===== config.mk =====
export PLATFORM = sky130hd
export DESIGN_NAME = vm_intercept_exit_info
export DESIGN_NICKNAME = d
export VERILOG_FILES = /design/src/hdl/exit_detail_store.v /design/src/hdl/vm_intercept_exit_info.v
export VERILOG_INCLUDE_DIRS = /design/src /design/src/hdl
export SDC_FILE = /design/constraint.sdc
export NUM_CORES = 1
export LEC_CHECK = 0
export ABC_CLOCK_PERIOD_IN_PS = 5800
export BUFFER_PORTS_ARGS = -buffer_cell sky130_fd_sc_hd__buf_2
export CAP_MARGIN = 20
export CORE_AREA = 2 2 156 158
export CTS_CLUSTER_SIZE = 16
export DETAILED_ROUTE_END_ITERATION = 10
export DIE_AREA = 0 0 158 160
export GPL_TIMING_DRIVEN = 0
export PLACE_DENSITY = 0.8
export RECOVER_POWER = 100
export SYNTH_ARGS = -nofsm -noshare
export SYNTH_HDL_FRONTEND = slang
export SYNTH_HIERARCHICAL = 1
export SYNTH_SLANG_ARGS = --single-unit

===== constraint.sdc =====
create_clock -name clk -period 5.8 [get_ports clk]
set_clock_uncertainty 0.15 [all_clocks]
set_input_delay 1.74 -clock clk [delete_from_list [all_inputs] [get_ports clk]]
set_output_delay 1.74 -clock clk [all_outputs]
set_load 0.02 [all_outputs]

===== src/hdl/vm_intercept_defines.vh =====
// Constants for the guest intercept and exit-detail block
`ifndef VM_INTERCEPT_DEFINES_VH
`define VM_INTERCEPT_DEFINES_VH

// ==========================================
// Register offsets (word index on the plain port)
`define OFF_CTRL          4'h0
`define OFF_PAUSE_COUNT   4'h1
`define OFF_PAUSE_THRESH  4'h2
`define OFF_STATUS        4'h3
`define OFF_EXIT_CODE     4'h4
`define OFF_DETAIL1_LO    4'h5
`define OFF_DETAIL1_HI    4'h6
`define OFF_DETAIL2_LO    4'h7
`define OFF_DETAIL2_HI    4'h8
`define OFF_PAUSE_CNT_NOW 4'h9

// ==========================================
// Control register fields
`define CTL_MGMT_INT_ICPT   0
`define CTL_VINT_ICPT       1
`define CTL_TASK_ICPT       2
`define CTL_FREEZE_ICPT     3
`define CTL_SHUTDOWN_ICPT   4
`define CTL_PAUSE_ICPT      5
`define CTL_THRESH_SUPPORT  6
`define CTL_MGMT_MODE_LOCK  7
`define CTL_VIRT_ENABLE     8
`define CTL_WIDTH           9
`define CTL_RESET           9'h000

// ==========================================
// Exit codes
`define EXIT_NONE      4'h0
`define EXIT_MGMT_INT  4'h1
`define EXIT_VINT      4'h2
`define EXIT_TASK      4'h3
`define EXIT_FREEZE    4'h4
`define EXIT_SHUTDOWN  4'h5
`define EXIT_PAUSE     4'h6

// ==========================================
// Fault codes for store and fetch ops
`define FAULT_NONE     2'h0
`define FAULT_GP       2'h1
`define FAULT_UD       2'h2

// ==========================================
// Exit-detail field positions
`define D1_PORT_HI     63
`define D1_PORT_LO     48
`define D1_BRP_HI      47
`define D1_BRP_LO      44
`define D1_TRAP        43
`define D1_ADDR_HI     41
`define D1_ADDR_LO     39
`define D1_SIZE_HI     38
`define D1_SIZE_LO     36
`define D1_REP         35
`define D1_STR         34
`define D1_VALID       33
`define D1_DIR_IN      32
`define D1_SEG_HI      12
`define D1_SEG_LO      10
`define D1_SRC         0
`define D2_IRET        36
`define D2_FARJMP      38
`define D2_HAS_ERR     44
`define D2_RESUME      48

`endif


===== src/hdl/exit_detail_store.v =====
// Two-word exit-detail storage with registered read port
`timescale 1ns/1ps
module exit_detail_store (
  // Clock and reset
  input  wire        clk,
  input  wire        srst,
  // Write side
  input  wire        wr_en,
  input  wire [63:0] wr_d1,
  input  wire [63:0] wr_d2,
  // Read side
  input  wire [1:0]  rd_sel,
  output reg  [31:0] rd_data
);

  reg [63:0] mem [0:1];
  integer    i;

  always @(posedge clk) begin
    if (srst) begin
      for (i = 0; i < 2; i = i + 1) begin
        mem[i] <= 64'h0;
      end
      rd_data <= 32'h0;
    end else begin
      if (wr_en) begin
        mem[0] <= wr_d1;
        mem[1] <= wr_d2;
      end
      rd_data <= rd_sel[0] ? mem[rd_sel[1]][63:32] : mem[rd_sel[1]][31:0];
    end
  end

endmodule // exit_detail_store


===== src/hdl/vm_intercept_exit_info.v =====
// Guest intercept decision, exit-detail encoding and pause filter
// Functional notes
// [RULE_01] Without an I/O instruction, I/O bits of exit detail are left zero here.
// [RULE_02] Management-interrupt intercept ignored while mgmt_mode_lock is set.
// [RULE_03] Detail one: port 63:48, breakpoints 47:44, trap 43, width 41:39, size 38:36.
// [RULE_04] Bit 35 marks repeated port access, bit 34 string access.
// [RULE_05] Bit 33 set only when interrupt arrived during an I/O instruction.
// [RULE_06] Bit 32 gives direction: zero output, one input.
// [RULE_07] Segment number in 12:10; bits 31:13 and 9:1 zero.
// [RULE_08] Bit 0 gives source: zero internal, one external.
// [RULE_09] Virtual-interrupt exit fires before delivery; interrupt stays pending.
// [RULE_10] Task-switch intercept checked after segment checks, before state changes.
// [RULE_11] Task exit: incoming selector in detail one bits 15:0.
// [RULE_12] Task exit: error code in detail two bits 31:0.
// [RULE_13] Detail two bit 36 for interrupt return, bit 38 for far jump.
// [RULE_14] Detail two bit 44 set when an error code exists.
// [RULE_15] Detail two bit 48 holds the would-be saved resume flag.
// [RULE_16] Freeze intercept evaluated on error line with ignore low and legacy mode.
// [RULE_17] Enabled shutdown intercept turns every shutdown into a guest exit.
// [RULE_18] Guest entry loads 16-bit count; pause decrements; exit at zero.
// [RULE_19] Zero count with pause intercept enabled: every pause exits.
// [RULE_20] Threshold mode: long gap reloads counter, short gap decrements.
// [RULE_21] Threshold mode: exit when counter falls below zero.
// [RULE_22] Zero threshold with support present runs the simple mode.
// [RULE_23] Store/fetch ops: general fault off level 0; opcode fault otherwise disabled.
// [RULE_24] Gap equal to threshold counts as close repeat and decrements.
//
// The implementer's own choices: the plain strobed port and the address map.
`timescale 1ns/1ps
`include "vm_intercept_defines.vh"
module vm_intercept_exit_info (
  // Clock and reset
  input  wire        clk,
  input  wire        srst,
  // Register port
  input  wire [3:0]  reg_addr,
  input  wire [31:0] reg_wdata,
  input  wire        reg_wr,
  input  wire        reg_rd,
  output reg  [31:0] reg_rdata,
  // Management interrupt event
  input  wire        mgmt_interrupt,
  input  wire        mgmt_int_source,
  input  wire        io_active,
  input  wire [15:0] io_port,
  input  wire [3:0]  io_breakpoint_hits,
  input  wire        trap_flag_copy,
  input  wire [2:0]  io_addr_width,
  input  wire [2:0]  io_operand_size,
  input  wire        multi_count_io,
  input  wire        block_io_access,
  input  wire        io_dir_in,
  input  wire [2:0]  effective_sel_code,
  // Virtual interrupt
  input  wire        virt_irq_take,
  // Task switch
  input  wire        task_switch,
  input  wire        task_checks_ok,
  input  wire [15:0] task_selector,
  input  wire [31:0] task_err_code,
  input  wire        task_has_err,
  input  wire        task_from_iret,
  input  wire        task_from_farjmp,
  input  wire        resume_flag,
  // Freeze and shutdown
  input  wire        numeric_error,
  input  wire        numeric_error_ignore,
  input  wire        legacy_error_mode,
  input  wire        shutdown_req,
  // Guest entry and pause
  input  wire        guest_entry_op,
  input  wire        pause_op,
  // Store and fetch ops
  input  wire        guest_state_store_op,
  input  wire        guest_state_fetch_op,
  input  wire [1:0]  privilege_level,
  input  wire        protected_mode,
  // Results
  output reg         guest_exit_event,
  output reg  [3:0]  exit_code,
  output reg         virt_irq_block,
  output reg         task_switch_block,
  output reg         shutdown_proceed,
  output reg  [1:0]  state_op_fault,
  output reg         state_op_ok
);

  // ==========================================
  // Configuration registers
  reg [`CTL_WIDTH-1:0] ctrl_r;
  reg [15:0]           pause_count_r;
  reg [15:0]           pause_thresh_r;
  reg [3:0]            last_code_r;

  wire mgmt_mode_lock = ctrl_r[`CTL_MGMT_MODE_LOCK];
  wire virt_enable_bit = ctrl_r[`CTL_VIRT_ENABLE];
  wire pause_icpt      = ctrl_r[`CTL_PAUSE_ICPT];

  // ==========================================
  // Pause filter state
  reg [16:0] pause_cnt_r;
  reg [31:0] gap_cnt_r;
  reg        pause_seen_r;
  reg [16:0] pause_cnt_nxt;
  reg        pause_exit;

  // Threshold mode may take the counter below zero; bit 16 is its sign
  wire thresh_mode = ctrl_r[`CTL_THRESH_SUPPORT] && (pause_thresh_r != 16'h0000); // RULE_22

  always @* begin
    pause_cnt_nxt = pause_cnt_r;
    pause_exit    = 1'b0;
    if (guest_entry_op) begin
      pause_cnt_nxt = {1'b0, pause_count_r}; // RULE_18
    end else if (pause_op) begin
      if (thresh_mode) begin
        if (pause_seen_r && (gap_cnt_r > {16'h0000, pause_thresh_r})) begin
          pause_cnt_nxt = {1'b0, pause_count_r}; // RULE_20
        end else begin
          // Close repeat: step down, exit on the step from zero to minus one
          pause_cnt_nxt = pause_cnt_r - 17'h00001; // RULE_24
          pause_exit    = pause_icpt && (pause_cnt_r == 17'h00000); // RULE_21
        end
      end else begin
        // Count-only mode: a zero count makes every pause exit
        if (pause_cnt_r[15:0] == 16'h0000) begin
          pause_exit = pause_icpt; // RULE_19
        end else begin
          pause_cnt_nxt = pause_cnt_r - 17'h00001; // RULE_18
          pause_exit    = pause_icpt && (pause_cnt_r == 17'h00001);
        end
      end
    end
  end

  // ==========================================
  // Intercept decisions; priority is management, shutdown, task, freeze, virtual interrupt, pause
  // Lower exits arriving with a higher one in the same cycle are dropped; task_switch_block follows task_hit regardless
  wire mgmt_hit   = mgmt_interrupt && ctrl_r[`CTL_MGMT_INT_ICPT] && !mgmt_mode_lock; // RULE_02
  wire vint_hit   = virt_irq_take && ctrl_r[`CTL_VINT_ICPT]; // RULE_09
  wire task_hit   = task_switch && task_checks_ok && ctrl_r[`CTL_TASK_ICPT]; // RULE_10
  wire freeze_hit = numeric_error && !numeric_error_ignore && legacy_error_mode
                    && ctrl_r[`CTL_FREEZE_ICPT]; // RULE_16
  wire shut_hit   = shutdown_req && ctrl_r[`CTL_SHUTDOWN_ICPT]; // RULE_17

  reg [3:0]  code_nxt;
  reg [63:0] d1_nxt;
  reg [63:0] d2_nxt;

  // Fields left unwritten read as zero, covering the undefined I/O and error-code bits
  always @* begin
    code_nxt = `EXIT_NONE;
    d1_nxt   = 64'h0;
    d2_nxt   = 64'h0;
    if (mgmt_hit) begin
      code_nxt = `EXIT_MGMT_INT;
      d1_nxt[`D1_SRC] = mgmt_int_source; // RULE_08
      if (io_active) begin // RULE_01
        d1_nxt[`D1_PORT_HI:`D1_PORT_LO] = io_port; // RULE_03
        d1_nxt[`D1_BRP_HI:`D1_BRP_LO]   = io_breakpoint_hits;
        d1_nxt[`D1_TRAP]                = trap_flag_copy;
        d1_nxt[`D1_ADDR_HI:`D1_ADDR_LO] = io_addr_width;
        d1_nxt[`D1_SIZE_HI:`D1_SIZE_LO] = io_operand_size;
        d1_nxt[`D1_REP]                 = multi_count_io; // RULE_04
        d1_nxt[`D1_STR]                 = block_io_access;
        d1_nxt[`D1_VALID]               = 1'b1; // RULE_05
        d1_nxt[`D1_DIR_IN]              = io_dir_in; // RULE_06
        d1_nxt[`D1_SEG_HI:`D1_SEG_LO]   = effective_sel_code; // RULE_07
      end
    end else if (shut_hit) begin
      code_nxt = `EXIT_SHUTDOWN;
    end else if (task_hit) begin
      code_nxt = `EXIT_TASK;
      d1_nxt[15:0]         = task_selector; // RULE_11
      d2_nxt[31:0]         = task_has_err ? task_err_code : 32'h0; // RULE_12
      d2_nxt[`D2_IRET]     = task_from_iret; // RULE_13
      d2_nxt[`D2_FARJMP]   = task_from_farjmp;
      d2_nxt[`D2_HAS_ERR]  = task_has_err; // RULE_14
      d2_nxt[`D2_RESUME]   = resume_flag; // RULE_15
    end else if (freeze_hit) begin
      code_nxt = `EXIT_FREEZE;
    end else if (vint_hit) begin
      code_nxt = `EXIT_VINT;
    end else if (pause_exit) begin
      code_nxt = `EXIT_PAUSE;
    end
  end

  wire exit_now = (code_nxt != `EXIT_NONE);

  // ==========================================
  // Store and fetch op privilege checks
  // Opcode fault takes precedence over the privilege fault
  function [1:0] state_op_check;
    input [1:0] lvl;
    input       pmode;
    input       ven;
    begin
      if (!pmode || !ven) begin
        state_op_check = `FAULT_UD; // RULE_23
      end else if (lvl != 2'h0) begin
        state_op_check = `FAULT_GP; // RULE_23
      end else begin
        state_op_check = `FAULT_NONE;
      end
    end
  endfunction

  wire       state_op = guest_state_store_op || guest_state_fetch_op;
  wire [1:0] fault_w  = state_op_check(privilege_level, protected_mode, virt_enable_bit);

  // ==========================================
  // Exit-detail storage
  reg  [1:0]  store_sel;
  wire [31:0] store_rdata;

  // Half of the detail word that a read at this offset returns
  always @* begin
    case (reg_addr)
      `OFF_DETAIL1_HI: store_sel = 2'h1;
      `OFF_DETAIL2_LO: store_sel = 2'h2;
      `OFF_DETAIL2_HI: store_sel = 2'h3;
      default:         store_sel = 2'h0;
    endcase
  end

  // Written only when an exit fires, so the last exit's detail stays readable
  exit_detail_store u_store (
    .clk     (clk),
    .srst    (srst),
    .wr_en   (exit_now),
    .wr_d1   (d1_nxt),
    .wr_d2   (d2_nxt),
    .rd_sel  (store_sel),
    .rd_data (store_rdata)
  );

  // ==========================================
  // Configuration registers
  always @(posedge clk) begin
    if (srst) begin
      ctrl_r         <= `CTL_RESET;
      pause_count_r  <= 16'h0000;
      pause_thresh_r <= 16'h0000;
    end else if (reg_wr) begin
      // Read-only and unmapped offsets fall through to the default
      case (reg_addr)
        `OFF_CTRL:         ctrl_r         <= reg_wdata[`CTL_WIDTH-1:0];
        `OFF_PAUSE_COUNT:  pause_count_r  <= reg_wdata[15:0];
        `OFF_PAUSE_THRESH: pause_thresh_r <= reg_wdata[15:0];
        default:           ;
      endcase
    end
  end

  // ==========================================
  // Pause counter and gap timer
  always @(posedge clk) begin
    if (srst) begin
      pause_cnt_r  <= 17'h00000;
      gap_cnt_r    <= 32'h0;
      pause_seen_r <= 1'b0;
    end else begin
      pause_cnt_r <= pause_cnt_nxt;
      if (guest_entry_op) begin
        pause_seen_r <= 1'b0;
        gap_cnt_r    <= 32'h0;
      end else if (pause_op) begin
        // Start at one so the next pause sees the full cycle distance
        pause_seen_r <= 1'b1;
        gap_cnt_r    <= 32'h1; // RULE_20
      end else if (gap_cnt_r != 32'hFFFFFFFF) begin
        // Saturate so a long idle stretch never wraps into a short gap
        gap_cnt_r <= gap_cnt_r + 32'h1;
      end
    end
  end

  // ==========================================
  // Result outputs, one cycle after the cause
  always @(posedge clk) begin
    if (srst) begin
      last_code_r       <= `EXIT_NONE;
      guest_exit_event  <= 1'b0;
      exit_code         <= `EXIT_NONE;
      virt_irq_block    <= 1'b0;
      task_switch_block <= 1'b0;
      shutdown_proceed  <= 1'b0;
      state_op_fault    <= `FAULT_NONE;
      state_op_ok       <= 1'b0;
    end else begin
      if (exit_now) begin
        last_code_r <= code_nxt;
      end
      guest_exit_event  <= exit_now;
      exit_code         <= code_nxt;
      virt_irq_block    <= vint_hit && (code_nxt == `EXIT_VINT); // RULE_09
      task_switch_block <= task_hit; // RULE_10
      shutdown_proceed  <= shutdown_req && !shut_hit; // RULE_17
      state_op_fault    <= state_op ? fault_w : `FAULT_NONE;
      state_op_ok       <= state_op && (fault_w == `FAULT_NONE);
    end
  end

  // ==========================================
  // Register read path, data one cycle after strobe
  reg        rd_q_r;
  reg [3:0]  rd_addr_r;
  reg [31:0] rd_local_r;

  always @(posedge clk) begin
    if (srst) begin
      rd_q_r     <= 1'b0;
      rd_addr_r  <= 4'h0;
      rd_local_r <= 32'h0;
    end else begin
      rd_q_r    <= reg_rd;
      rd_addr_r <= reg_addr;
      case (reg_addr)
        `OFF_CTRL:          rd_local_r <= {23'h0, ctrl_r};
        `OFF_PAUSE_COUNT:   rd_local_r <= {16'h0, pause_count_r};
        `OFF_PAUSE_THRESH:  rd_local_r <= {16'h0, pause_thresh_r};
        `OFF_STATUS:        rd_local_r <= {30'h0, thresh_mode, pause_cnt_r[16]};
        `OFF_EXIT_CODE:     rd_local_r <= {28'h0, last_code_r};
        `OFF_PAUSE_CNT_NOW: rd_local_r <= {15'h0, pause_cnt_r};
        default:            rd_local_r <= 32'h0;
      endcase
    end
  end

  // Detail words come from the store's read register, the rest from rd_local_r
  wire rd_is_store = (rd_addr_r >= `OFF_DETAIL1_LO) && (rd_addr_r <= `OFF_DETAIL2_HI);

  // Zero outside the cycle after a read strobe
  always @* begin
    if (!rd_q_r) begin
      reg_rdata = 32'h0;
    end else if (rd_is_store) begin
      reg_rdata = store_rdata;
    end else begin
      reg_rdata = rd_local_r;
    end
  end

endmodule // vm_intercept_exit_info


======== Yosys cells after proc, flatten, opt, wreduce, memory -nomap -nowiden ========
Memory sizes are Yosys's and may differ from the RTL's.
Cells that the tools add are included.
W data, S select, Z words.
cells by class
  equality and inequality tests ........... 13
  bitwise logic cells ..................... 3
  $lt $le $gt $ge ......................... 3
  add/sub/neg operators ................... 2
  reduce and logical (&&, ||, !) cells .... 41
  multiplexer cells ....................... 59
operators with widths
  operator                 number
  $mux W32                 7
  $mux W63                 2
  $pmux W17 S6             1
  $mux W16                 4
  $mux W17                 3
  $mux W21                 2
  $add A32 B1 Y32 const B  1
  $gt A32 B16 Y1           1
  $ne A32 B32 Y1 const B   1
  $mux W1                  26
  $mux W10                 2
  $mux W4                  5
  $eq A17 B1 Y1 const B    1
  $logic_and A1 B1 Y1      17
  $logic_not A17 Y1        1
  $sub A17 B1 Y17 const B  1
  $logic_not A16 Y1        1
  $reduce_bool A16 Y1      1
  $eq A4 B2 Y1 const B     3
  $eq A4 B3 Y1 const B     3
  $mux W3                  4
  $reduce_and A2 Y1        5
  $mux W9                  1
  $eq A4 B4 Y1 const B     2
  other kinds (17)         26
storage, ports and cells
  flip-flop bits (word level) ............. 175
  input port bits ......................... 142
  bits in writable memories ............... 126
  memories kept ........................... 1
  logic and storage cells ................. 142
memory list
  memory       words  width  rd ports  clocked after Yosys merged registers in  wr ports  RTL line                text
  u_store.mem  2      63     1         0                                        2         exit_detail_store.v:16  reg [63:0] mem [0:1];

======== Longest topological paths before layout ========
Gate-level depths: netlist of run 1.
  depth after elaboration ................. 17
  gate-level depth with buffers ........... 13
  gate-level depth less buffers ........... 11

======== By module ========
The synthesis of run 1 kept the hierarchy.
modules (own cells, without submodules)
  module                  area an instance (um^2)  times used  seq. area each (um^2)  cells an instance
  vm_intercept_exit_info  7144.4                   1           2522.4                 913
  exit_detail_store       6356.1                   1           4484.3                 416

======== Worst setup path after synthesis of run 1 ========
Ideal clock, no wire load.
  path kind ............................... in2reg
  start ................................... input port pause_op
  end ..................................... memory u_store/mem[0][0] (netlist name) (enable)
  library setup time ...................... 0.433 ns
  data arrival time ....................... 4.256 ns
  path slack .............................. 0.961 ns
  stages .................................. 7
  buffers on the path ..................... 0
  cells stage by stage .................... nand4b_1 a211o_1 o21a_1 a31oi_1 nor2b_1 nand2_1 or2_2
RTL lines
  what                RTL line                     text
  start: declaration  vm_intercept_exit_info.v:72  input wire pause_op,
  end: declaration    exit_detail_store.v:16

==> results of run 1 <==
[where the power goes]
group	switching, mW	leakage (nW)	internal [mW]
registers	0.0393	2.61	2.18
logic	0.259	2.93	0.150
clock network	0.789	0.483	1.12
[area by class of cell]
cell class                      instances  area share, %
Timing Repair Buffer                  169          5.240
Multi-Input combinational cell        969          38.32
Antenna cell                            1        0.01585
Buffer                                 88          2.442
Sequential cell                       286          44.39
Clock inverter                         10         0.8323
Tap cell                              324          2.568
Clock buffer                           46          5.454
Inverter                               31         0.7372
[placed cells by master, fill, tap and decap left out, types with 14 or more instances in the layout]
| cell type | n |
|---|---|
| mux2i_1 | 88 |
| o21ai_0 | 14 |
| o22ai_1 | 35 |
| ha_1 | 19 |
| clkbuf_16 | 30 |
| nand4_1 | 17 |
| clkbuf_1 | 121 |
| nor2b_1 | 29 |
| and2_0 | 64 |
| nand2_1 | 110 |
| and3_1 | 42 |
| and2_1 | 129 |
| nor4_1 | 18 |
| nor3_1 | 20 |
| buf_2 | 137 |
| xnor2_1 | 16 |
| inv_1 | 31 |
| conb_1 | 46 |
| a21oi_1 | 65 |
| nor2_1 | 80 |
| nand3_1 | 50 |
| dfxtp_1 | 158 |
| edfxtp_1 | 128 |
[registers in the layout, indices dropped and copies added, names as in the netlist]
name and count:
virt_irq_block 1, pause_thresh_r 16, pause_seen_r 1, rd_q_r 1, u_store/mem 128, guest_exit_event 1, pause_cnt_r 17, pause_count_r 16
ctrl_r 9, last_code_r 3, rd_addr_r 4, state_op_fault 2, gap_cnt_r 32, u_store/rd_data 32, task_switch_block 1, state_op_ok 1
exit_code 3, shutdown_proceed 1, rd_local_r 17
[stage by stage]
stage	hold WS, ns	cells	worst slack [ns]	util (%)	setup TNS (ns)
2_1_floorplan	0.2936	1374	0.9609	-	0
3_3_place_gp	0.3077	1865	-0.2102	62.60	-26.55
6_report	0.3242	1924	0.8880	66.26	0
5_1_grt	0.3501	1923	0.7332	66.25	0
3_5_place_dp	0.3152	1867	0.9332	62.77	0
4_1_cts	0.3241	1923	0.9690	66.93	0
[how the worst max path moves through the flow]
stage,depth (start not counted),start,slack [ns],endpoint
final,10,pause_thresh_r[15],0.89,u_store/mem[0][40]
after global routing,10,pause_thresh_r[15],0.73,u_store/mem[0][18]
after CTS,8,rd_addr_r[0],0.97,reg_rdata[7]
after detailed placement,9,pause_op,0.93,u_store/mem[0][23]
after global placement,8,pause_op,-0.21,u_store/mem[0][55]
after floorplan,7,pause_op,0.96,u_store/mem[0][0]
[cells by family (layout without fill, tap and decap cells)]
group / after synthesis / after routing / synth area share (%)
adders and majority gates: 19 / 19 / 1.761
muxes: 88 / 88 / 6.525
other: 1 / 47 / 0.02778
AOI/OAI and AO/OA: 178 / 178 / 8.823
and+or+nand+nor: 609 / 609 / 24.74
buffers and inverters: 119 / 344 / 4.347
DFF: 286 / 286 / 51.90
xor gates and xnor gates: 29 / 29 / 1.881
[worst max-delay path, cell delays in order (launching register included)]
cell and delay, ns:
dfxtp_1 0.46, inv_1 0.10, ha_1 0.31, nand4_1 0.15, or4_1 0.59, o311a_1 0.47, a31oi_1 0.56, nor2b_1 0.14
nand2_1 0.15, or2_2 1.04, buf_16 0.38
[metal layers]
layer / vias to the layer above / global-route usage [%] / share of wire (%)
met3: 87 / 4.016 / 6.4
li1: 5183 / - / -
met2: 418 / 46.60 / 47
met1: 5005 / 39.13 / 43
met5: - / 0 / 0
met4: 0 / 10.97 / 4.0
==> impl_results.md, run 1 <==
- VDD IR-drop max: between 0.2 and 0.25 mV
- Hold path start: ctrl_r[1]
- Post-synthesis cell count: 1,329
- WHS Endpoint: ctrl_r[1]
- Final WL: around 36 mm
- DP Wirelength: about 26 mm
- Syn_area_per_cell: between 10 and 15 um2
- Crit-path max FO: 72
- Final Power: ~4.5 mW
- Netlist area before placement: around 0.014 mm2
- Relative slew slack: -11.42%
- Top post-synthesis cells by count: and2_1, dfxtp_1, edfxtp_1
- DR iter-0 viols: about 1,100
- Cell taking the most area after synthesis: edfxtp_1
- Worst setup EP type: flip-flop
- Violated checks: max-capacitance violations, max-slew violations
- CTS root buf: clkbuf_16
- Critical Path RT: 5.87 ns
- Port bufs: 167
- Reg2reg path depth: 10
- Rows: 57
- R2R setup slack: 0.89 ns
- Top-area cell type share of the netlist area: around 28%
- EDFF count, synth: approximately 130
- Top-count cell post-synth: and2_1
- Clock sinks: about 290
- Synth area leaders: edfxtp_1, dfxtp_1, and2_1, mux2i_1, nand2_1
- Post-CTS setup buffer count: 0
- RSZ-0062 raised after global routing: false
- Clock-pin slew on the worst setup and hold paths: about 0.06 ns
- Ys async rst share: 0%
- Startpoint Class: flip-flop
- Crit path time final: 4.912 ns
- Most used DFF post-synth: dfxtp_1
- First-pass GRT wire length: approximately 56 mm
- FF-to-FF End: u_store/mem[0][40]
- Fillers: roughly 2,000
- TritonCTS buffer count: 30
- Vias per cell: 5.558
- Synth cell types: between 60 and 70
- ANT nets after route: 0
- DRT Pass-1 Iters: 7
- Slew @ Worst Pin: between 1.5 and 2 ns
- Footprint of the multi-input gates: roughly 0.0060 mm2
- Area growth from synthesis to layout: 16.91%
- Wire per inst: around 19 um
- Nets: between 1,500 and 2,000
- H-Tree Depth: 1
- Slew Viols, Final: 9
- CORE AREA: 0.02382 mm2
- Clk_lat worst skew: between 0.5 and 0.6 ns
- Die area: 0.02528 mm2
- Chip width: approximately 160 um
- Initial core utilization: a little under three fifths
- Count of final setup violators: 0
- Vias: around 11,000
- Critical Setup Path Class: reg -> reg
- Seq cells post-synth: 286
- Initial antenna violation count: 1
- Max clock buf depth: 3
- Storage cell area: 0.007007 mm2
- GPL Wtd Cong: 0.9901
- Max-cap violation count: 1
- Pwr Density: between 200 and 300 mW/mm2
- CP arrival: ~5 ns
- Largest net degree at the start of global routing: between 70 and 80
- Seq/Total Area, Yosys: between 50 and 60%
- Peak Freq: 203.6 MHz
- CTS Hold Bufs: 0
- Total GRT Usage: around 29%
- Die Height: between 150 and 200 um
- CTS tree: yes
- DR DRC count: 0
- Design area: 0.01578 mm2
- Reg2Reg Launch Point: pause_thresh_r[15]
- Share of cells above drive strength 1: between 10% and 20%
- Post-CTS Resized: 0
- Hold Path Depth: 2
- Period utilisation layout: 84.69%
- Fin. Hold Viols: 0
- Synth Warn #: 6
- Leakage: around 6.0 nW
- Vias in the first global route: 10,350
- Global route overflow: 0
- Ports: between 150 and 200
- Placed Area: between 0.01 and 0.015 mm2
- Hold Crit Class: reg -> reg
- Outcome: finished, violations left
(Power assumes the default switching activity.)
==> run 2: changes to the inputs <==
--- a/config.mk
+++ b/config.mk
@@ -6,15 +6,16 @@
 export SDC_FILE = /design/constraint.sdc
 export NUM_CORES = 1
 export LEC_CHECK = 0
-export ABC_CLOCK_PERIOD_IN_PS = 5800
+export ABC_AREA = 1
+export ABC_CLOCK_PERIOD_IN_PS = 4250
 export BUFFER_PORTS_ARGS = -buffer_cell sky130_fd_sc_hd__buf_2
 export CAP_MARGIN = 20
-export CORE_AREA = 2 2 156 158
+export CORE_AREA = 2 2 173 175
 export CTS_CLUSTER_SIZE = 16
 export DETAILED_ROUTE_END_ITERATION = 10
-export DIE_AREA = 0 0 158 160
+export DIE_AREA = 0 0 175 177
 export GPL_TIMING_DRIVEN = 0
-export PLACE_DENSITY = 0.8
+export PLACE_DENSITY = 0.77
 export RECOVER_POWER = 100
 export SYNTH_ARGS = -nofsm -noshare
 export SYNTH_HDL_FRONTEND = slang
==> constraint.sdc (replaced) <==
create_clock -name clk -period 4.25 [get_ports clk]
set_clock_uncertainty 0.15 [all_clocks]
set_input_delay 1.275 -clock clk [delete_from_list [all_inputs] [get_ports clk]]
set_output_delay 1.275 -clock clk [all_outputs]
set_load 0.02 [all_outputs]
==> run 2 against run 1 <==
Compared with the run above: the flow now finishes without violations; combinational power up 61%; sequential power up 37%; hold slack better by 0.014 ns; count of clock-buffer cells in the layout down 9; global-route usage down 3.0 points; via count up 21%; first-iteration DRC count down 18%; critical path depth down 3; utilization down 5.8 points; non-clock buffer count down 12; setup slack worse by 0.64 ns; design area up 12%; critical endpoint is now reg_rdata[30].
==> impl_results.md, run 2 <==
- Worst setup EP type: output pin
- Rows: 63 (+11%)
- Share of cells above drive strength 1: 14.33% (+1.5 points)
- Synth area leaders: edfxtp_1, dfxtp_1, inv_1, nor2_4, nand2_1
- Die Height: 177 um (+11%)
- Clk_lat worst skew: 0.56 ns (about the same)
- Initial antenna violation count: 0 (-1)
- Vias: 12,930 (+21%)
- Largest net degree at the start of global routing: 71 (-2.7%)
- H-Tree Depth: 1 (unchanged)
- Outcome: complete, no violations
- Ys async rst share: 0% (unchanged)
- Sequential share of power: 46.0% (-3.0 points)
- CTS tree: yes
- VDD IR-drop max: 0.3132 mV (+35%)
- Area growth from synthesis to layout: 13.32%
- Crit-path max FO: 10 (-86%)
- Netlist area before placement: 0.01559 mm2 (+16%)
- Port bufs: 167 (unchanged)
- Slew @ Worst Pin: 0.8831 ns (-0.7651 ns)
- Max-cap violation count: 0 (-1)
- Seq/Total Area, Yosys: 44.93% (-7.0 points)
- Post-CTS setup buffer count: 0 (unchanged)
- Int Pwr: 5.010 mW (+45%)
- CTS root buf: clkbuf_16
- Fin cells: 2,616 (+36%)
- RSZ-0062 raised after global routing: false
- ANT nets after route: 0 (unchanged)
- First-pass GRT wire length: 63.02 mm (+12%)
- Relative slew slack: 40.91% (+52 points)
- Pwr Density: 375.0 mW/mm2 (+31%)
- DR iter-0 viols: 940 (-18%)
- Net Switching: 1.617 mW (+49%)
- Leading cell type in the layout, fill and taps excluded: inv_1
- Hold Crit Class: reg -> reg
- Crit path buffers/inverters: 3 (+1)
- Wire per inst: 15.32 um (-18%)
- Crit path time final: ~4.0 ns
- Most used cell, CP: nand2_1
- Chip width: 175 um (+11%)
- Slowest CP cell: dfxtp_1
- Most used DFF post-synth: dfxtp_1
- Antenna cells: 0 (-1)
- Critical Setup Path Class: reg -> out
- Cell taking the most area after synthesis: edfxtp_1
- Pre-CTS WS: 0.05473 ns (-0.8784 ns)
- Vias per cell: 4.941 (-11%)
- Post-synthesis cell count: 1,955 (+47%)
- Clock share of power: 44.0% (+2.0 points)
- Leakage: 7.597 nW (+26%)
- Storage cell area: 0.007007 mm2 (unchanged)
- Peak Freq: around 250 MHz
- Max reg flops: 128 (unchanged)
- Die area: 0.03098 mm2 (+23%)
- Largest reg by FF count: u_store/mem
- CTS Hold Bufs: 0 (unchanged)
- CP arrival: 2.58 ns (-2.41 ns)
- Ports: 185 (unchanged)
- DP Wirelength: 30.28 mm (+15%)
- Comb power frac: 9.9% (+0.9 points)
- CORE AREA: 0.02924 mm2 (+23%)
- Fin. Hold Viols: 0 (unchanged)
- Seq cells post-synth: 286 (unchanged)
- Initial core utilization: 53.33% (-3.3 points)
- DRT Pass-1 Iters: 6 (-1)
- Max clock buf depth: 3 (unchanged)
- Synth Warn #: 6 (unchanged)
- Startpoint Class: flip-flop
- Critical Path RT: 2.82 ns (-3.05 ns)
- Critical path's largest stage delay: 0.32 ns (-0.72 ns)
- Final WL: 40.08 mm (+11%)
- Top flop regs: u_store/mem x128, gap_cnt_r x32, u_store/rd_data x32
- PnR worst setup slack: 0.2467 ns (-0.6414 ns)
- CP cell instances: a211o_1, nand2_1, clkinvlp_4, nand2_1, buf_2, nor2_1, clkbuf_2
- Placed cells: 2,558 (+37%)
- DR DRC count: 0 (unchanged)
- Top post-synthesis cells by count: inv_1, nand2_1, nor2_1
- Clock-pin slew on the worst setup and hold paths: 0.07 ns (about the same)
- Switch share: 24.41% (+0.42 points)
- Finished Core Util: 60.43% (-5.8 points)
- Kind of cell adding the most delay to the critical path: buffers and inverters
- Post-CTS Resized: 0 (unchanged)
- EDFF count, synth: 128 (unchanged)
- Syn_area_per_cell: 7.977 um2 (-21%)
- TritonCTS buffer count: 31 (+3.3%)
- Footprint of the multi-input gates: 0.005974 mm2 (-1.2%)
- Top-count cell post-synth: inv_1
- Slew Viols, Final: 0 (-9)
- Clock sinks: 286 (unchanged)
- Synth cell types: 60 (-12%)
- Count of final setup violators: 0 (unchanged)
- Nets: 2,362 (+36%)
- Vias in the first global route: 12,370 (+20%)
- Global route overflow: 0 (unchanged)
- GPL Wtd Cong: 0.9068 (-8.4%)
- Total GRT Usage: 25.74% (-3.0 points)
- Fillers: 2,640 (+33%)
- Top-area cell type share of the netlist area: 24.65% (-3.8 points)
- Most frequent cells in the layout: inv_1, nand2_1, nor2_1
- Period utilisation layout: a little over nine tenths
run 2: cell types whose count changed after synthesis, sizes merged, moves of 88 or more:
| cell | previous run | this run |
|---|---|---|
| inv | 31 | 462 |
| nor2 | 80 | 360 |
| nand2 | 111 | 306 |
| and2 | 194 | 0 |
| o21ai | 15 | 105 |
| mux2i | 88 | 0 |
run 2: metrics by stage:
| stage | hold slack [ns] | setup TNS, ns | cell area [um2] | power (mW) |
|---|---|---|---|---|
| 2_1_floorplan | 0.2791 | 0 | 15760 | 3.552 |
| 3_3_place_gp | 0.3055 | -132.94 | 17090 | 3.766 |
| 3_5_place_dp | 0.3233 | 0 | 17120 | 3.780 |
| 4_1_cts | 0.3350 | 0 | 18230 | 6.687 |
| 5_1_grt | 0.3578 | 0 | 17670 | 6.855 |
| 6_report | 0.3382 | 0 | 17670 | 6.627 |
run 2: area by class of cell:
type,instances,share of cell area (%)
plain buffers,77,3.002
inverters,466,9.955
flip-flops and latches,286,39.65
clock buffers,37,4.630
multi-input cells,1171,33.81
well taps,390,2.761
clock inverters,21,1.636
repair buffers,168,4.560
run 2: kinds of logic (layout without fill, tap and decap cells):
logic type | count (synthesis) | count (layout) | synth area share (%)
AND/OR/NAND/NOR | 814 | 814 | 26.93
AO/OA/AOI/OAI | 261 | 261 | 9.443
other | 1 | 46 | 0.02405
XOR/XNOR | 31 | 31 | 1.741
flip-flops | 286 | 286 | 44.93
buffers and inverters | 543 | 769 | 15.40
adder cells (fa/ha/maj) | 19 | 19 | 1.524
run 2: worst min-delay path, cell delays in order (launching register included):
cell and delay, ns:
dfxtp_1 0.32, nand2_1 0.06, a21oi_1 0.06
run 2: per-layer routing:
| layer | up-vias | part of all wire, % | track usage, % |
|---|---|---|---|
| met2 | 460 | 48 | 45.57 |
| met4 | 0 | 3.3 | 8.160 |
| met5 | - | 0 | 0 |
| li1 | 6467 | - | - |
| met1 | 5911 | 42 | 32.79 |
| met3 | 88 | 6.7 | 3.222 |
run 2: final timing paths:
check / cells past startpoint / end / slack [ns] / start
hold reg to reg: 2 / pause_cnt_r[13] / 0.34 / pause_cnt_r[13]
setup / recovery: 7 / reg_rdata[30] / 0.25 / rd_addr_r[3]
hold / removal: 2 / pause_cnt_r[13] / 0.34 / pause_cnt_r[13]
setup reg to reg: 19 / u_store/mem[1][27] / 0.35 / pause_thresh_r[15]
run 2: power groups by stage:
stage | logic, mW | clock network [mW] | registers [mW]
finish | 0.658 | 2.92 | 3.05
global route | 0.733 | 3.06 | 3.06
CTS | 0.676 | 2.96 | 3.05
detailed placement | 0.671 | 0 | 3.11
global placement | 0.655 | 0 | 3.11
floorplan | 0.454 | 0 | 3.10
==> run 3: changes to the inputs <==
--- a/config.mk
+++ b/config.mk
@@ -10,12 +10,14 @@
 export ABC_CLOCK_PERIOD_IN_PS = 4250
 export BUFFER_PORTS_ARGS = -buffer_cell sky130_fd_sc_hd__buf_2
 export CAP_MARGIN = 20
-export CORE_AREA = 2 2 173 175
+export CELL_PAD_IN_SITES_DETAIL_PLACEMENT = 0
+export CELL_PAD_IN_SITES_GLOBAL_PLACEMENT = 2
+export CORE_AREA = 2 2 224 226
 export CTS_CLUSTER_SIZE = 16
 export DETAILED_ROUTE_END_ITERATION = 10
-export DIE_AREA = 0 0 175 177
+export DIE_AREA = 0 0 226 228
 export GPL_TIMING_DRIVEN = 0
-export PLACE_DENSITY = 0.77
+export PLACE_DENSITY_LB_ADDON = 0.1
 export RECOVER_POWER = 100
 export SYNTH_ARGS = -nofsm -noshare
 export SYNTH_HDL_FRONTEND = slang
==> run 3 against run 2 <==
Compared with the run above: sequential power hardly changed; hold slack worse by 0.035 ns; die area increased by 66%; sequential cell count unchanged; register-to-register slack better by 0.14 ns; setup slack improved by 0.037 ns; maximum frequency up 0.93%; critical path depth up 1; total power up 1.3%; cell count rose by 11%; via count decreased by 2.5%; largest cell class unchanged.
==> impl_results.md, run 3 (synthesis results as in run 2) <==
- CP arrival: 2.54 ns (-0.04 ns)
- ANT nets after route: 0 (unchanged)
- H-Tree Depth: 2 (+1)
- Chip width: 226 um (+29%)
- Startpoint Class: flip-flop
- RSZ-0062 raised after global routing: false
- CP cell instances: inv_1, a211o_1, nand2_1, clkinv_2, nand2_2, clkbuf_2, nor2_1, clkbuf_2
- Nets: 2,369 (+0.30%)
- Vias: 12,610 (-2.5%)
- Area growth from synthesis to layout: 17.70%
- Most frequent cells in the layout: inv_1, nand2_1, nor2_1
- CP endpoint: reg_rdata[26]
- Worst setup EP type: output pin
- Setup TNS Final: 0 ns (unchanged)
- DR DRC count: 0 (unchanged)
- Rows: 82 (+30%)
- CTS Hold Bufs: 0 (unchanged)
- CTS tree: yes
- CORE AREA: 0.04935 mm2 (+69%)
- Leading cell type in the layout, fill and taps excluded: inv_1
- Critical Setup Path Class: reg -> out
- First-pass GRT wire length: 72.39 mm (+15%)
- Leakage: 7.648 nW (+0.67%)
- DRT Pass-1 Iters: 7 (+1)
- FF-to-FF End: u_store/mem[1][22]
- Period utilisation layout: 93.33% (-0.87 points)
- Share of cells above drive strength 1: 16.58% (+2.3 points)
- Outcome: complete, no violations
- Crit-path max FO: 10 (unchanged)
- R2R setup slack: 0.49 ns (+0.14 ns)
- Reg2reg path depth: 17 (-2)
- CTS root buf: clkbuf_16
- DP Wirelength: 36.32 mm (+20%)
- Max-cap violation count: 0 (unchanged)
- Clk_lat worst skew: 0.55 ns (about the same)
- Port bufs: 167 (unchanged)
- Wire per inst: 16.30 um (+6.4%)
- Slew Viols, Final: 0 (unchanged)
- Slowest CP cell: clkbuf_2
- Vias in the first global route: 12,510 (+1.1%)
- Initial core utilization: 31.60% (-22 points)
- Slew @ Worst Pin: 0.7918 ns (-0.09122 ns)
- Total GRT Usage: 18.57% (-7.2 points)
- Relative slew slack: 47.02% (+6.1 points)
- Clock-pin slew on the worst setup and hold paths: 0.05 ns (-0.02 ns)
- Peak Freq: 252.1 MHz (+0.93%)
- Die area: 0.05153 mm2 (+66%)
- Hold Crit Class: reg -> reg
- Pwr Density: 365.6 mW/mm2 (-2.5%)
- Fin. Hold Viols: 0 (unchanged)
- Antenna cells: 0 (unchanged)
- TritonCTS buffer count: 37 (+19%)
- Vias per cell: 4.343 (-12%)
- Most used cell, CP: clkbuf_2
- Ports: 185 (unchanged)
- Final WL: 47.33 mm (+18%)
- Largest net degree at the start of global routing: 53 (-25%)
- Die Height: 228 um (+29%)
- VDD IR-drop max: 0.2260 mV (-28%)
- Global route overflow: 0 (unchanged)
- Reg2Reg Launch Point: pause_thresh_r[15]
- Critical Path RT: 2.82 ns (about the same)
- Critical path's largest stage delay: 0.35 ns (+0.03 ns)
- Fillers: 5,366 (+100%)
- DR iter-0 viols: 673 (-28%)
- Largest reg by FF count: u_store/mem
- CP startpoint: rd_addr_r[2]
- Max clock buf depth: 3 (unchanged)
- Finished Core Util: 37.19% (-23 points)
- Max reg flops: 128 (unchanged)
- Crit path time final: 3.966 ns (-0.03699 ns)
- Clock sinks: 286 (unchanged)
- GPL Wtd Cong: 0.8748 (-3.5%)
- Initial antenna violation count: 0 (unchanged)
- Top flop regs: u_store/mem x128, gap_cnt_r x32, u_store/rd_data x32
- Count of final setup violators: 0 (unchanged)
run 3: cell types whose count changed in the layout (fill, tap and decap cells not counted), sizes merged:
| cell | previous run | this run |
|---|---|---|
| clkinv | 15 | 10 |
| clkinvlp | 3 | 0 |
| inv | 462 | 463 |
| bufinv | 7 | 0 |
| clkbuf | 122 | 150 |
| buf | 160 | 151 |
run 3: repair_timing:
action,CTS,global route
endpoints found under the setup margin,10,0
gates resized for setup,2,0
setup buffers,0,0
run 3: stage by stage:
stage | hold slack, ns | setup slack (ns) | power (mW) | instance area [um2] | cells
final | 0.3036 | 0.2836 | 6.711 | 18360 | 2903
after floorplan | 0.2791 | 0.03881 | 3.552 | 15760 | 2000
after global routing | 0.3276 | 0.03022 | 7.012 | 18360 | 2903
after global placement | 0.2949 | -1.290 | 3.815 | 17440 | 2839
after CTS | 0.3080 | 0.1750 | 6.849 | 18630 | 2903
after detailed placement | 0.3006 | 0.09529 | 3.819 | 17490 | 2841
run 3: worst min path at each step:
stage,cells past startpoint,to,start,slack [ns]
final,2,pause_seen_r,pause_seen_r,0.30
after global routing,2,pause_seen_r,pause_seen_r,0.33
after CTS,2,pause_seen_r,pause_seen_r,0.31
after detailed placement,2,pause_seen_r,pause_seen_r,0.30
after global placement,2,pause_seen_r,pause_seen_r,0.29
after floorplan,1,state_op_fault[1],ctrl_r[8],0.28
run 3: layout make-up:
| type | instances | area, um2 | area share (%) |
|---|---|---|---|
| multi-input combinational | 1171 | 6320 | 34.43 |
| sequential | 286 | 7007 | 38.17 |
| timing repair buffer | 169 | 829.5 | 4.519 |
| inverter | 466 | 1757 | 9.571 |
| buffer | 77 | 470.5 | 2.563 |
| tap | 672 | 840.8 | 4.581 |
| clock inverter | 7 | 35.03 | 0.1909 |
| clock buffer | 55 | 1096 | 5.971 |
run 3: where the power goes:
part | total [mW] | leakage (nW) | internal, mW | switching (mW)
sequential | 3.05 | 2.62 | 3.00 | 0.0532
clock | 2.98 | 0.557 | 1.77 | 1.21
combinational | 0.681 | 4.47 | 0.217 | 0.464
total | 6.71 | 7.65 | 4.99 | 1.73
run 3: critical path: cells and delay by family (launching register included):
| family | cells | cell delay (ns) |
|---|---|---|
| buffers and inverters | 4 | 0.81 |
| AND/OR/NAND/NOR | 3 | 0.62 |
| flip-flops | 1 | 0.31 |
| AO/OA/AOI/OAI | 1 | 0.24 |
run 3: routing by layer:
layer	part of all wire, %	global-route usage [%]	vias to the layer above
li1	-	-	6473
met4	2.4	5.526	0
met5	0	0	-
met3	4.2	3.001	66
met2	47	30.88	244
met1	47	24.71	5825
